[config.mk]
export PLATFORM = sky130hd
export DESIGN_NAME = grs_sequencer
export DESIGN_NICKNAME = d
export VERILOG_FILES = /design/src/rtl/grs_pkg.sv /design/src/rtl/grs_sequencer.sv
export SDC_FILE = /design/constraint.sdc
export NUM_CORES = 1
export LEC_CHECK = 0
export ABC_AREA = 0
export BUFFER_PORTS_ARGS = -buffer_cell sky130_fd_sc_hd__buf_2
export CORE_UTILIZATION = 45
export DETAILED_ROUTE_END_ITERATION = 6
export SLEW_MARGIN = 15
export SYNTH_ARGS = -nofsm -noshare
export SYNTH_HDL_FRONTEND = slang
export SYNTH_SLANG_ARGS = --single-unit
[constraint.sdc]
create_clock -name CLOCK -period 3.7 [get_ports CLOCK]
set_input_delay 0.37 -clock CLOCK [delete_from_list [all_inputs] [get_ports CLOCK]]
set_output_delay 0.37 -clock CLOCK [all_outputs]
set_load 0.05 [all_outputs]
[src/rtl/grs_pkg.sv]
package grs_pkg;
    // ==================================================
    // register offsets
    localparam logic [7:0] ADDR_CTRL = 8'hc0;
    localparam logic [7:0] ADDR_INTEG_START = 8'hc1;
    localparam logic [7:0] ADDR_READOUT_START = 8'hc2;
    localparam logic [7:0] ADDR_STROBE_ASSERT = 8'hc3;
    localparam logic [7:0] ADDR_STROBE_RELEASE = 8'hc4;
    localparam logic [7:0] ADDR_FLASH_ASSERT = 8'hc5;
    localparam logic [7:0] ADDR_FLASH_RELEASE = 8'hc6;
    // ==================================================
    // control register fields
    localparam int BIT_GRST_EN = 15;
    localparam int BIT_FLASH_CTRL = 2;
    localparam int BIT_STROBE_CTRL = 1;
    localparam int BIT_READOUT_CTRL = 0;
    // ==================================================
    // reset values
    localparam logic [15:0] RST_INTEG_START = 16'h0064;
    localparam logic [15:0] RST_READOUT_START = 16'h0064;
    localparam logic [15:0] RST_STROBE_ASSERT = 16'h0096;
    localparam logic [15:0] RST_STROBE_RELEASE = 16'h00c8;
    localparam logic [15:0] RST_FLASH_ASSERT = 16'h0064;
    localparam logic [15:0] RST_FLASH_RELEASE = 16'h0078;
    // ==================================================
    // timing
    localparam int CNT_W = 24;
    localparam int CLK_PERIOD_NS = 100;
    localparam int MIN_HOLD_NS = 1000;
    localparam int MIN_HOLD_CYC_INT = (MIN_HOLD_NS + CLK_PERIOD_NS - 1) / CLK_PERIOD_NS;
    localparam logic [7:0] MIN_HOLD_CYC = 8'(MIN_HOLD_CYC_INT < 1 ? 1 : MIN_HOLD_CYC_INT);
    // ==================================================
    // types
    typedef enum logic [2:0] {
        ST_IDLE = 3'b000,
        ST_GRST = 3'b001,
        ST_INTEG = 3'b010,
        ST_READOUT = 3'b011,
        ST_DONE = 3'b100
    } grs_state_t;

    typedef struct packed {
        logic readout_src;
        logic strobe_ctrl;
        logic flash_ctrl;
        logic [15:0] integ_start;
        logic [15:0] readout_start;
        logic [15:0] strobe_assert;
        logic [15:0] strobe_release;
        logic [15:0] flash_assert;
        logic [15:0] flash_release;
    } grs_cfg_t;
endpackage

[src/rtl/grs_sequencer.sv]
`timescale 1ns/10ps
// Summary of operation
// - with the readout-source bit set, readout starts on the falling edge of the external control pin, else at the programmed time.
// - a 24-bit counter counts master clocks from the start of each global reset sequence.
// - when the counter's upper 16 bits reach the integration-start value, global reset drops and integration begins.
// - global reset is always held for a fixed minimum time, however small the integration-start value.
// - the readout-start offset is added to the integration-start value, scaled by 256 and compared with the full counter.
// - reaching that summed threshold ends integration and begins readout.
// - the strobe rises when the counter's upper 16 bits equal the strobe-assert value, reset 0x96.
// - with the strobe-release bit clear, the strobe falls when the upper bits equal the release value, reset 0xc8.
// - integration-start and readout-start values both reset to 0x64.
// - with the strobe-release bit set, the strobe falls at the end of readout instead.
// - writing 1 to the global-reset-enable bit starts a sequence; the bit always reads back 0.
// - the flash rises when the upper 16 counter bits equal the flash-assert value, reset 0x64.
module grs_sequencer (
    // clock and reset
    input wire logic CLOCK,
    input wire logic RST,
    // register port
    input wire logic [7:0] REG_ADDR,
    input wire logic [15:0] REG_WDATA,
    input wire logic REG_WR,
    input wire logic REG_RD,
    output logic [15:0] REG_RDATA,
    // sensor side
    input wire logic GRST_CTRL_PIN,
    input wire logic END_OF_READOUT,
    output logic GLOBAL_RESET,
    output logic INTEGRATING,
    output logic READOUT_START,
    output logic READOUT_ACTIVE,
    // light control
    output logic STROBE,
    output logic FLASH
);

    // ==================================================
    // registers
    grs_pkg::grs_cfg_t cfg_ff, nxt_cfg;
    logic [15:0] rdata_ff, nxt_rdata;
    logic start_req;

    // grst enable is a write strobe only, never stored
    assign start_req = REG_WR && (REG_ADDR == grs_pkg::ADDR_CTRL) && REG_WDATA[grs_pkg::BIT_GRST_EN];

    always_comb begin
        nxt_cfg = cfg_ff;
        nxt_rdata = rdata_ff;
        if (REG_WR) begin
            // no frame sync: new thresholds steer the very next compare
            case (REG_ADDR)
                grs_pkg::ADDR_CTRL: begin
                    nxt_cfg.readout_src = REG_WDATA[grs_pkg::BIT_READOUT_CTRL];
                    nxt_cfg.strobe_ctrl = REG_WDATA[grs_pkg::BIT_STROBE_CTRL];
                    nxt_cfg.flash_ctrl = REG_WDATA[grs_pkg::BIT_FLASH_CTRL];
                end
                grs_pkg::ADDR_INTEG_START: nxt_cfg.integ_start = REG_WDATA;
                grs_pkg::ADDR_READOUT_START: nxt_cfg.readout_start = REG_WDATA;
                grs_pkg::ADDR_STROBE_ASSERT: nxt_cfg.strobe_assert = REG_WDATA;
                grs_pkg::ADDR_STROBE_RELEASE: nxt_cfg.strobe_release = REG_WDATA;
                grs_pkg::ADDR_FLASH_ASSERT: nxt_cfg.flash_assert = REG_WDATA;
                grs_pkg::ADDR_FLASH_RELEASE: nxt_cfg.flash_release = REG_WDATA;
                default: nxt_cfg = cfg_ff;
            endcase
        end
        if (REG_RD) begin
            case (REG_ADDR)
                grs_pkg::ADDR_CTRL: begin
                    nxt_rdata = 16'h0000;
                    nxt_rdata[grs_pkg::BIT_READOUT_CTRL] = cfg_ff.readout_src;
                    nxt_rdata[grs_pkg::BIT_STROBE_CTRL] = cfg_ff.strobe_ctrl;
                    nxt_rdata[grs_pkg::BIT_FLASH_CTRL] = cfg_ff.flash_ctrl;
                end
                grs_pkg::ADDR_INTEG_START: nxt_rdata = cfg_ff.integ_start;
                grs_pkg::ADDR_READOUT_START: nxt_rdata = cfg_ff.readout_start;
                grs_pkg::ADDR_STROBE_ASSERT: nxt_rdata = cfg_ff.strobe_assert;
                grs_pkg::ADDR_STROBE_RELEASE: nxt_rdata = cfg_ff.strobe_release;
                grs_pkg::ADDR_FLASH_ASSERT: nxt_rdata = cfg_ff.flash_assert;
                grs_pkg::ADDR_FLASH_RELEASE: nxt_rdata = cfg_ff.flash_release;
                default: nxt_rdata = 16'h0000;
            endcase
        end
    end

    always_ff @(posedge CLOCK) begin
        if (RST) begin
            cfg_ff.readout_src <= 1'b0;
            cfg_ff.strobe_ctrl <= 1'b0;
            cfg_ff.flash_ctrl <= 1'b0;
            cfg_ff.integ_start <= grs_pkg::RST_INTEG_START;
            cfg_ff.readout_start <= grs_pkg::RST_READOUT_START;
            cfg_ff.strobe_assert <= grs_pkg::RST_STROBE_ASSERT;
            cfg_ff.strobe_release <= grs_pkg::RST_STROBE_RELEASE;
            cfg_ff.flash_assert <= grs_pkg::RST_FLASH_ASSERT;
            cfg_ff.flash_release <= grs_pkg::RST_FLASH_RELEASE;
            rdata_ff <= 16'h0000;
        end else begin
            cfg_ff <= nxt_cfg;
            rdata_ff <= nxt_rdata;
        end
    end

    assign REG_RDATA = rdata_ff;

    // ==================================================
    // pin synchroniser
    logic pin_meta_ff, pin_sync_ff, pin_prev_ff;
    logic pin_fall;

    always_ff @(posedge CLOCK) begin
        if (RST) begin
            pin_meta_ff <= 1'b0;
            pin_sync_ff <= 1'b0;
            pin_prev_ff <= 1'b0;
        end else begin
            pin_meta_ff <= GRST_CTRL_PIN;
            pin_sync_ff <= pin_meta_ff;
            pin_prev_ff <= pin_sync_ff;
        end
    end

    assign pin_fall = pin_prev_ff && !pin_sync_ff;

    // ==================================================
    // sequence state and counter
    grs_pkg::grs_state_t state_ff, nxt_state;
    logic [grs_pkg::CNT_W-1:0] cnt_ff, nxt_cnt;
    logic [7:0] hold_cnt_ff, nxt_hold_cnt;
    logic strobe_ff, nxt_strobe, strobe_done_ff, nxt_strobe_done;
    logic flash_ff, nxt_flash, flash_done_ff, nxt_flash_done;
    logic grst_ff, integ_ff, ro_start_ff, ro_active_ff;
    logic [15:0] cnt_hi;
    logic [16:0] ro_sum;
    logic hold_done, readout_begun, counting, integ_go, ro_go, ro_end;
    logic strobe_set, strobe_clr, flash_set, flash_clr, seq_on;

    assign cnt_hi = cnt_ff[grs_pkg::CNT_W-1:grs_pkg::CNT_W-16];
    assign ro_sum = {1'b0, cfg_ff.integ_start} + {1'b0, cfg_ff.readout_start};
    // boost circuit needs a floor on the reset pulse
    assign hold_done = hold_cnt_ff == grs_pkg::MIN_HOLD_CYC;
    assign integ_go = (state_ff == grs_pkg::ST_GRST) && hold_done && (cnt_hi >= cfg_ff.integ_start);
    // >= rather than == so a late write or long hold cannot skip readout
    assign ro_go = (state_ff == grs_pkg::ST_INTEG) && (cfg_ff.readout_src ? pin_fall :
                   ({1'b0, cnt_ff} >= {ro_sum, 8'h00}));
    assign ro_end = (state_ff == grs_pkg::ST_READOUT) && END_OF_READOUT;
    assign readout_begun = (state_ff == grs_pkg::ST_READOUT) || (state_ff == grs_pkg::ST_DONE);
    assign seq_on = state_ff != grs_pkg::ST_IDLE;
    assign counting = seq_on && !(readout_begun && strobe_done_ff);
    assign strobe_clr = seq_on && strobe_ff && (cfg_ff.strobe_ctrl ? ro_end :
                        (cnt_hi == cfg_ff.strobe_release));
    assign strobe_set = seq_on && !strobe_ff && !strobe_done_ff && (cnt_hi == cfg_ff.strobe_assert);
    assign flash_clr = seq_on && flash_ff && (cfg_ff.flash_ctrl ? ro_end : (cnt_hi == cfg_ff.flash_release));
    assign flash_set = seq_on && !flash_ff && !flash_done_ff && (cnt_hi == cfg_ff.flash_assert);

    always_comb begin
        nxt_state = state_ff;
        nxt_cnt = cnt_ff;
        nxt_hold_cnt = hold_cnt_ff;
        nxt_strobe = strobe_ff;
        nxt_strobe_done = strobe_done_ff;
        nxt_flash = flash_ff;
        nxt_flash_done = flash_done_ff;
        if (start_req) begin
            nxt_state = grs_pkg::ST_GRST;
            nxt_cnt = '0;
            nxt_hold_cnt = 8'h00;
            nxt_strobe = 1'b0;
            nxt_strobe_done = 1'b0;
            nxt_flash = 1'b0;
            nxt_flash_done = 1'b0;
        end else begin
            if (counting && (cnt_ff != {grs_pkg::CNT_W{1'b1}})) begin
                nxt_cnt = cnt_ff + 1'b1;
            end
            if ((state_ff == grs_pkg::ST_GRST) && !hold_done) begin
                nxt_hold_cnt = hold_cnt_ff + 8'h01;
            end
            if (strobe_clr) begin
                nxt_strobe = 1'b0;
                nxt_strobe_done = 1'b1;
            end else if (strobe_set) begin
                nxt_strobe = 1'b1;
            end else if (cfg_ff.strobe_ctrl && ro_end) begin
                // strobe never rose: still counts as released
                nxt_strobe_done = 1'b1;
            end
            if (flash_clr) begin
                nxt_flash = 1'b0;
                nxt_flash_done = 1'b1;
            end else if (flash_set) begin
                nxt_flash = 1'b1;
            end
            case (state_ff)
                grs_pkg::ST_IDLE: nxt_state = grs_pkg::ST_IDLE;
                grs_pkg::ST_GRST: if (integ_go) nxt_state = grs_pkg::ST_INTEG;
                grs_pkg::ST_INTEG: if (ro_go) nxt_state = grs_pkg::ST_READOUT;
                grs_pkg::ST_READOUT: if (ro_end) nxt_state = grs_pkg::ST_DONE;
                grs_pkg::ST_DONE: nxt_state = grs_pkg::ST_DONE;
                default: nxt_state = grs_pkg::ST_IDLE;
            endcase
        end
    end

    always_ff @(posedge CLOCK) begin
        if (RST) begin
            state_ff <= grs_pkg::ST_IDLE;
            cnt_ff <= '0;
            hold_cnt_ff <= 8'h00;
            strobe_ff <= 1'b0;
            strobe_done_ff <= 1'b0;
            flash_ff <= 1'b0;
            flash_done_ff <= 1'b0;
            grst_ff <= 1'b0;
            integ_ff <= 1'b0;
            ro_start_ff <= 1'b0;
            ro_active_ff <= 1'b0;
        end else begin
            state_ff <= nxt_state;
            cnt_ff <= nxt_cnt;
            hold_cnt_ff <= nxt_hold_cnt;
            strobe_ff <= nxt_strobe;
            strobe_done_ff <= nxt_strobe_done;
            flash_ff <= nxt_flash;
            flash_done_ff <= nxt_flash_done;
            grst_ff <= nxt_state == grs_pkg::ST_GRST;
            integ_ff <= nxt_state == grs_pkg::ST_INTEG;
            ro_start_ff <= !start_req && ro_go;
            ro_active_ff <= nxt_state == grs_pkg::ST_READOUT;
        end
    end

    assign GLOBAL_RESET = grst_ff;
    assign INTEGRATING = integ_ff;
    assign READOUT_START = ro_start_ff;
    assign READOUT_ACTIVE = ro_active_ff;
    assign STROBE = strobe_ff;
    assign FLASH = flash_ff;
endmodule // grs_sequencer

### Word level (Yosys, flattened, before mapping)

Index checks and enable logic that the tools add are counted.

| cells by class | value |
|---|---|
| add/subtract/negate cells | 3 |
| order comparisons | 2 |
| mux-type cells | 12 |
| eq/ne operators | 21 |
| reduce and logical (&&, ||, !) cells | 45 |

Operator list:

| cell | number |
|---|---|
| case mux 16 bit (7 select lines) | 1 |
| equality test 16 bit | 4 |
| equality test 8 bit (second input constant) | 7 |
| greater-or-equal comparator 24 x 25 -> 1 bit | 1 |
| adder 24 x 1 -> 24 bit (second input constant) | 1 |
| != test 24 bit (second input constant) | 1 |
| logical AND 1 bit | 23 |
| adder 16 x 16 -> 17 bit | 1 |
| greater-or-equal comparator 16 bit | 1 |
| AND reduction 2 bit | 8 |
| equality test 3 x 2 -> 1 bit (second input constant) | 4 |
| two-way mux 3 bit | 4 |
| case mux 3 bit (4 select lines) | 1 |
| adder 8 x 1 -> 8 bit (second input constant) | 1 |
| equality test 8 x 4 -> 1 bit (second input constant) | 1 |
| logical NOT 1 bit | 8 |
| equality test 3 x 1 -> 1 bit (second input constant) | 2 |
| two-way mux 1 bit | 6 |
| OR reduction 3 bit | 2 |
| equality test 3 bit (second input constant) | 1 |
| nonzero test 3 bit | 1 |
| != test 2 x 1 -> 1 bit (second input constant) | 1 |
| nonzero test 2 bit | 1 |
| OR reduction 2 bit | 1 |
| logical OR 1 bit | 1 |

| storage, ports and cells | value |
|---|---|
| input bits | 30 |
| output and inout bits | 22 |
| word-level logic and storage cells | 107 |
| register bits after elaboration | 161 |

### Longest topological paths before layout

| logic depth | value |
|---|---|
| word-level depth | 8 |
| depth in mapped cells | 15 |
| mapped depth without buffers | 15 |

### Worst setup path after synthesis

Ideal clock, no wire load.

| path | value |
|---|---|
| path kind | register to register |
| from | register cfg_ff[64] (netlist name) |
| to | register grst_ff, in the netlist GLOBAL_RESET |
| cell stages (with the launch flop) | 16 |
| data arrival time | 3.303 ns |
| clock period less this slack | 3.419 ns |
| path buffers | 0 |
| path slack | 0.281 ns |
| required time | 3.584 ns |
| library setup time | 0.116 ns |
| cell sequence | dfxtp_1 ha_1 fa_1 a21o_1 a211oi_1 o21ai_0 a31o_2 a21oi_1 xor2_1 ha_1 nand3_1 a21oi_1 a311oi_1 a21oi_2 a32o_1 o211a_1 |

| on the way | value |
|---|---|
| longest elaborated chain between the ends | 8 |

Ends and longest elaborated chain:

| item | line | source |
|---|---|---|
| start: declaration | grs_sequencer.sv:39 | `grs_pkg::grs_cfg_t cfg_ff, nxt_cfg;` |
| start signal: assignment | grs_sequencer.sv:98 | `cfg_ff <= nxt_cfg;` |
| adder 16 x 16 -> 17 bit | grs_sequencer.sv:138 | `assign ro_sum = {1'b0, cfg_ff.integ_start} + {1'b0, cfg_ff.readout_start};` |
| greater-or-equal comparator 24 x 25 -> 1 bit | grs_sequencer.sv:144 | `({1'b0, cnt_ff} >= {ro_sum, 8'h00}));` |
| two-way mux 1 bit | grs_sequencer.sv:143 | `assign ro_go = (state_ff == grs_pkg::ST_INTEG) && (cfg_ff.readout_src ? pin_fall :` |
| logical AND 1 bit | grs_sequencer.sv:143 |  |
| two-way mux 3 bit | grs_sequencer.sv:196 | `grs_pkg::ST_INTEG: if (ro_go) nxt_state = grs_pkg::ST_READOUT;` |
| case mux 3 bit (4 select lines) | grs_sequencer.sv:193 | `case (state_ff)` |
| two-way mux 3 bit | grs_sequencer.sv:163 | `if (start_req) begin` |
| equality test 3 x 1 -> 1 bit | grs_sequencer.sv:225 | `grst_ff <= nxt_state == grs_pkg::ST_GRST;` |
| end signal: assignment | grs_sequencer.sv:225 |  |
| end: declaration | grs_sequencer.sv:131 | `logic grst_ff, integ_ff, ro_start_ff, ro_active_ff;` |

No other way between the ends.
A chain may end at the register's enable or synchronous reset.

### Final worst setup path

Same ends and word-level chain as after synthesis.

==> metrics.md <==
| Metric | Value |
|---|---|
| Post-synthesis sequential area ratio | `35.4%` |
| Share of layout cells above drive strength 1 | `11.5%` |
| Syn Inst Count | `1116` |
| Root Buffer | `clkbuf_16` |
| Peak supply drop | `291 uV` |
| Layout area overhead | `11.2%` |
| GR Overflow Total | `0` |
| Worst setup SP type | `register` |
| Post-DP HPWL | `22.7 mm` |
| Number of synthesized flops with an enable pin | `0` |
| Slowest-stage cell, CP | `fa_2` |
| Post-synth ARST share | `0%` |
| Chip height | `144 um` |
| Post-synth top area share | `35.4%` |
| Hold Path Class | `in2reg` |
| Number of port buffers | `51` |
| TritonCTS buffer count | `17` |
| Worst-Skew Late Latency | `0.44 ns` |
| CTS Buffer Depth | `2` |
| Final hold viol count | `0` |
| Clock Sink Count | `161` |
| Area leader, netlist | `dfxtp_1` |
| Initial DRC Count | `993` |
| Vias | `8445` |
| Critical-path maximum fanout | `3` |
| Non-Filler Instances | `1413` |
| Prevailing post-synth register cell | `dfxtp_1` |
| Worst Setup SP | `cfg_ff[64]$_SDFFE_PP0P_` |
| Net Sw Frac | `24.4%` |
| Starting density of the core | `46.4%` |
| Slew at the pin closest to its max-slew limit | `1.07 ns` |
| Die area | `20800 um^2` |
| Synth top area cells | `dfxtp_1, nand2_1, ha_1, xnor2_1, a21oi_1` |
| Most frequent cell after synthesis | `nand2_1` |
| GRT Total Usage | `30.8%` |
| Crit. End Element | `register` |
| Antenna cell count | `0` |
| Hold wc startpoint | `GRST_CTRL_PIN` |
| First-pass GRT wire length | `47.1 mm` |
| Setup Buffers After CTS | `0` |
| Synth Register Bits | `161` |
| Leak | `3.89 nW` |
| Final core occ | `51.6%` |
| Kind of critical path | `reg2reg` |
| DRC Markers | `0` |
| Syn_nets | `1199` |
| Final period util | `95.3%` |
| Post-placement cell count | `1382` |
| R2R Path Start | `cfg_ff[64]$_SDFFE_PP0P_` |
| Reg clk slew, reported paths | `0.07 ns` |
| Antenna violations before repair | `1` |
| Routed WL per cell | `21.9 um` |
| Sequence of cells on the critical path | `ha_1, fa_2, a21o_1, a211oi_2, o21ai_1, a31o_2, a21oi_1, xor2_1, ha_1, o211ai_1, a21oi_1, o21ai_1, nand2_1, a32o_1, o211a_1` |
| Final Skew | `0.0169 ns` |
| Fin worst setup slack | `0.172 ns` |
| Critical path arrival | `3.85 ns` |
| Synth Cell Area | `9110 um^2` |
| Part of the power in registers | `48.4%` |
| Switch Pwr | `0.874 mW` |
| Nets | `1219` |
| Count of yosys warnings during synthesis | `0` |
| Setup WS pre-CTS | `-0.0215 ns` |
| Placer Congestion | `0.972` |
| Largest net degree at the start of global routing | `52` |
| Routed Antenna Nets | `0` |
| Post-Synthesis Mean Instance Area | `8.16 um^2` |
| Cell row count | `51` |
| Status | `finished clean` |
| Combinational share of power | `3.5%` |
| Fmax | `0.283 GHz` |
| Register-to-register setup slack | `0.17 ns` |
| IO Count | `52` |
| Slew margin rel. | `28.5%` |
| Number of global-route vias before repair | `7749` |
| DRT Wirelength | `30.9 mm` |
| Pwr dens | `354 nW/um^2` |
| Power Internal | `2.71 mW` |
| Period minus WS final | `3.53 ns` |
| Clk network pwr share | `48.1%` |
| Fillcell total | `1961` |
| Setup violators final | `0` |
| Max Cap Viol | `0` |
| Count of different cell masters after synthesis | `71` |
| Synth cell count leaders | `nand2_1, dfxtp_1, a21oi_1, nand3_1, xnor2_1` |
| CTS tree | `built` |
| CORE AREA | `19700 um^2` |
| Total number of H-tree levels | `4` |
| Fin. max-slew vios | `0` |
| CP Data Required Time | `4.02 ns` |
| Via density | `5.98` |
| DR pass1 iterations | `7` |
| CP max stage delay | `0.37 ns` |
| Die Wd | `144 um` |
==> stage by stage <==
step / power (mW) / hold slack (ns) / setup TNS [ns] / area [um^2]
finish: 3.59 / 0.154 / 0 / 10100
CTS: 3.59 / 0.144 / 0 / 10100
global route: 3.68 / 0.142 / -0.00811 / 10100
global placement: 1.90 / 0.419 / 0 / 9540
detailed placement: 1.90 / 0.427 / -0.0215 / 9540
floorplan: 1.84 / 0.414 / 0 / 9110
==> worst max-delay path, delay by kind of cell, from the launching register on <==
kind / cells / cell delay (ns)
AND/OR/NAND/NOR: 1 / 0.13
flip-flops: 1 / 0.32
AO/OA/AOI/OAI: 10 / 1.90
adder cells (fa/ha/maj): 3 / 0.88
XOR/XNOR: 1 / 0.19
==> sequential cells by signal (all words and copies together) (netlist names) <==
signal,cells
READOUT_START,1
state_ff,3
hold_cnt_ff,8
INTEGRATING,1
pin_meta_ff,1
pin_prev_ff,1
cfg_ff,99
FLASH,1
flash_done_ff,1
pin_sync_ff,1
cnt_ff,24
strobe_done_ff,1
READOUT_ACTIVE,1
STROBE,1
GLOBAL_RESET,1
REG_RDATA,16
==> cell usage in the layout, fill, tap and decap left out, drive strengths merged, types with 5 or more instances in the layout <==
cell,netlist,routed
ha,52,52
and4,7,7
nand2b,6,6
a21oi,110,110
nor2,55,55
and3,8,8
nand4,18,18
o211ai,6,6
nor2b,5,5
a211oi,8,8
a22oi,12,12
a22o,17,17
nor3,17,17
buf,42,76
nor4b,9,9
dfxtp,161,161
xor2,42,42
clkbuf,33,21
inv,27,30
nand3,80,80
nor3b,7,7
nor4,22,22
o21ai,20,20
clkinvlp,0,5
nand2,217,217
xnor2,65,65
a222oi,16,16
==> logic make-up (layout without fill, tap and decap cells) <==
group	Yosys count	in the layout	synth area share [%]
AOI/OAI and AO/OA	219	219	15.6
xor gates and xnor gates	107	107	10.3
adders and majority gates	53	53	7.36
buffers and inverters	102	134	5.04
DFF	161	161	35.4
muxes	4	4	0.577
and+or+nand+nor	470	470	25.7
==> layout make-up <==
class | count | area (um^2) | share of cell area (%)
inverter | 27 | 101 | 1.00
sequential | 161 | 3220 | 31.8
multi-input combinational | 853 | 5480 | 54.1
timing repair buffer | 76 | 443 | 4.37
tap | 265 | 332 | 3.27
clock inverter | 10 | 103 | 1.01
clock buffer | 21 | 450 | 4.45
==> layer usage <==
layer,vias up,share of wire [%],routed length (um),GRT usage [%]
li1,3978,-,-,-
met1,3928,44,13600,43.7
met2,454,42,13100,45.1
met3,83,9.4,2920,5.63
met4,2,4.0,1250,13.7
met5,-,0.036,11,0
==> power groups by stage <==
stage	Clock (mW)	Sequential [mW]	Combinational [mW]
detailed placement	0	1.78	0.120
finish	1.73	1.74	0.124
global route	1.81	1.74	0.130
CTS	1.73	1.74	0.121
global placement	0	1.78	0.120
floorplan	0	1.78	0.0623
==> what timing repair did <==
| item | CTS | global route |
|---|---|---|
| pin swaps | 0 | 3 |
| hold buffers | 0 | 0 |
| gates resized for setup | 2 | 10 |
| endpoints found under the setup margin | 1 | 5 |
==> worst paths after layout <==
kind                             endpoint  cells after the start
setup / recovery  GLOBAL_RESET$_SDFF_PP0_                     15
hold / removal     pin_meta_ff$_SDFF_PP0_                      2
setup reg to reg  GLOBAL_RESET$_SDFF_PP0_                     15
hold reg to reg    pin_sync_ff$_SDFF_PP0_                      1
No activity file was read; power rests on OpenSTA's default activity.
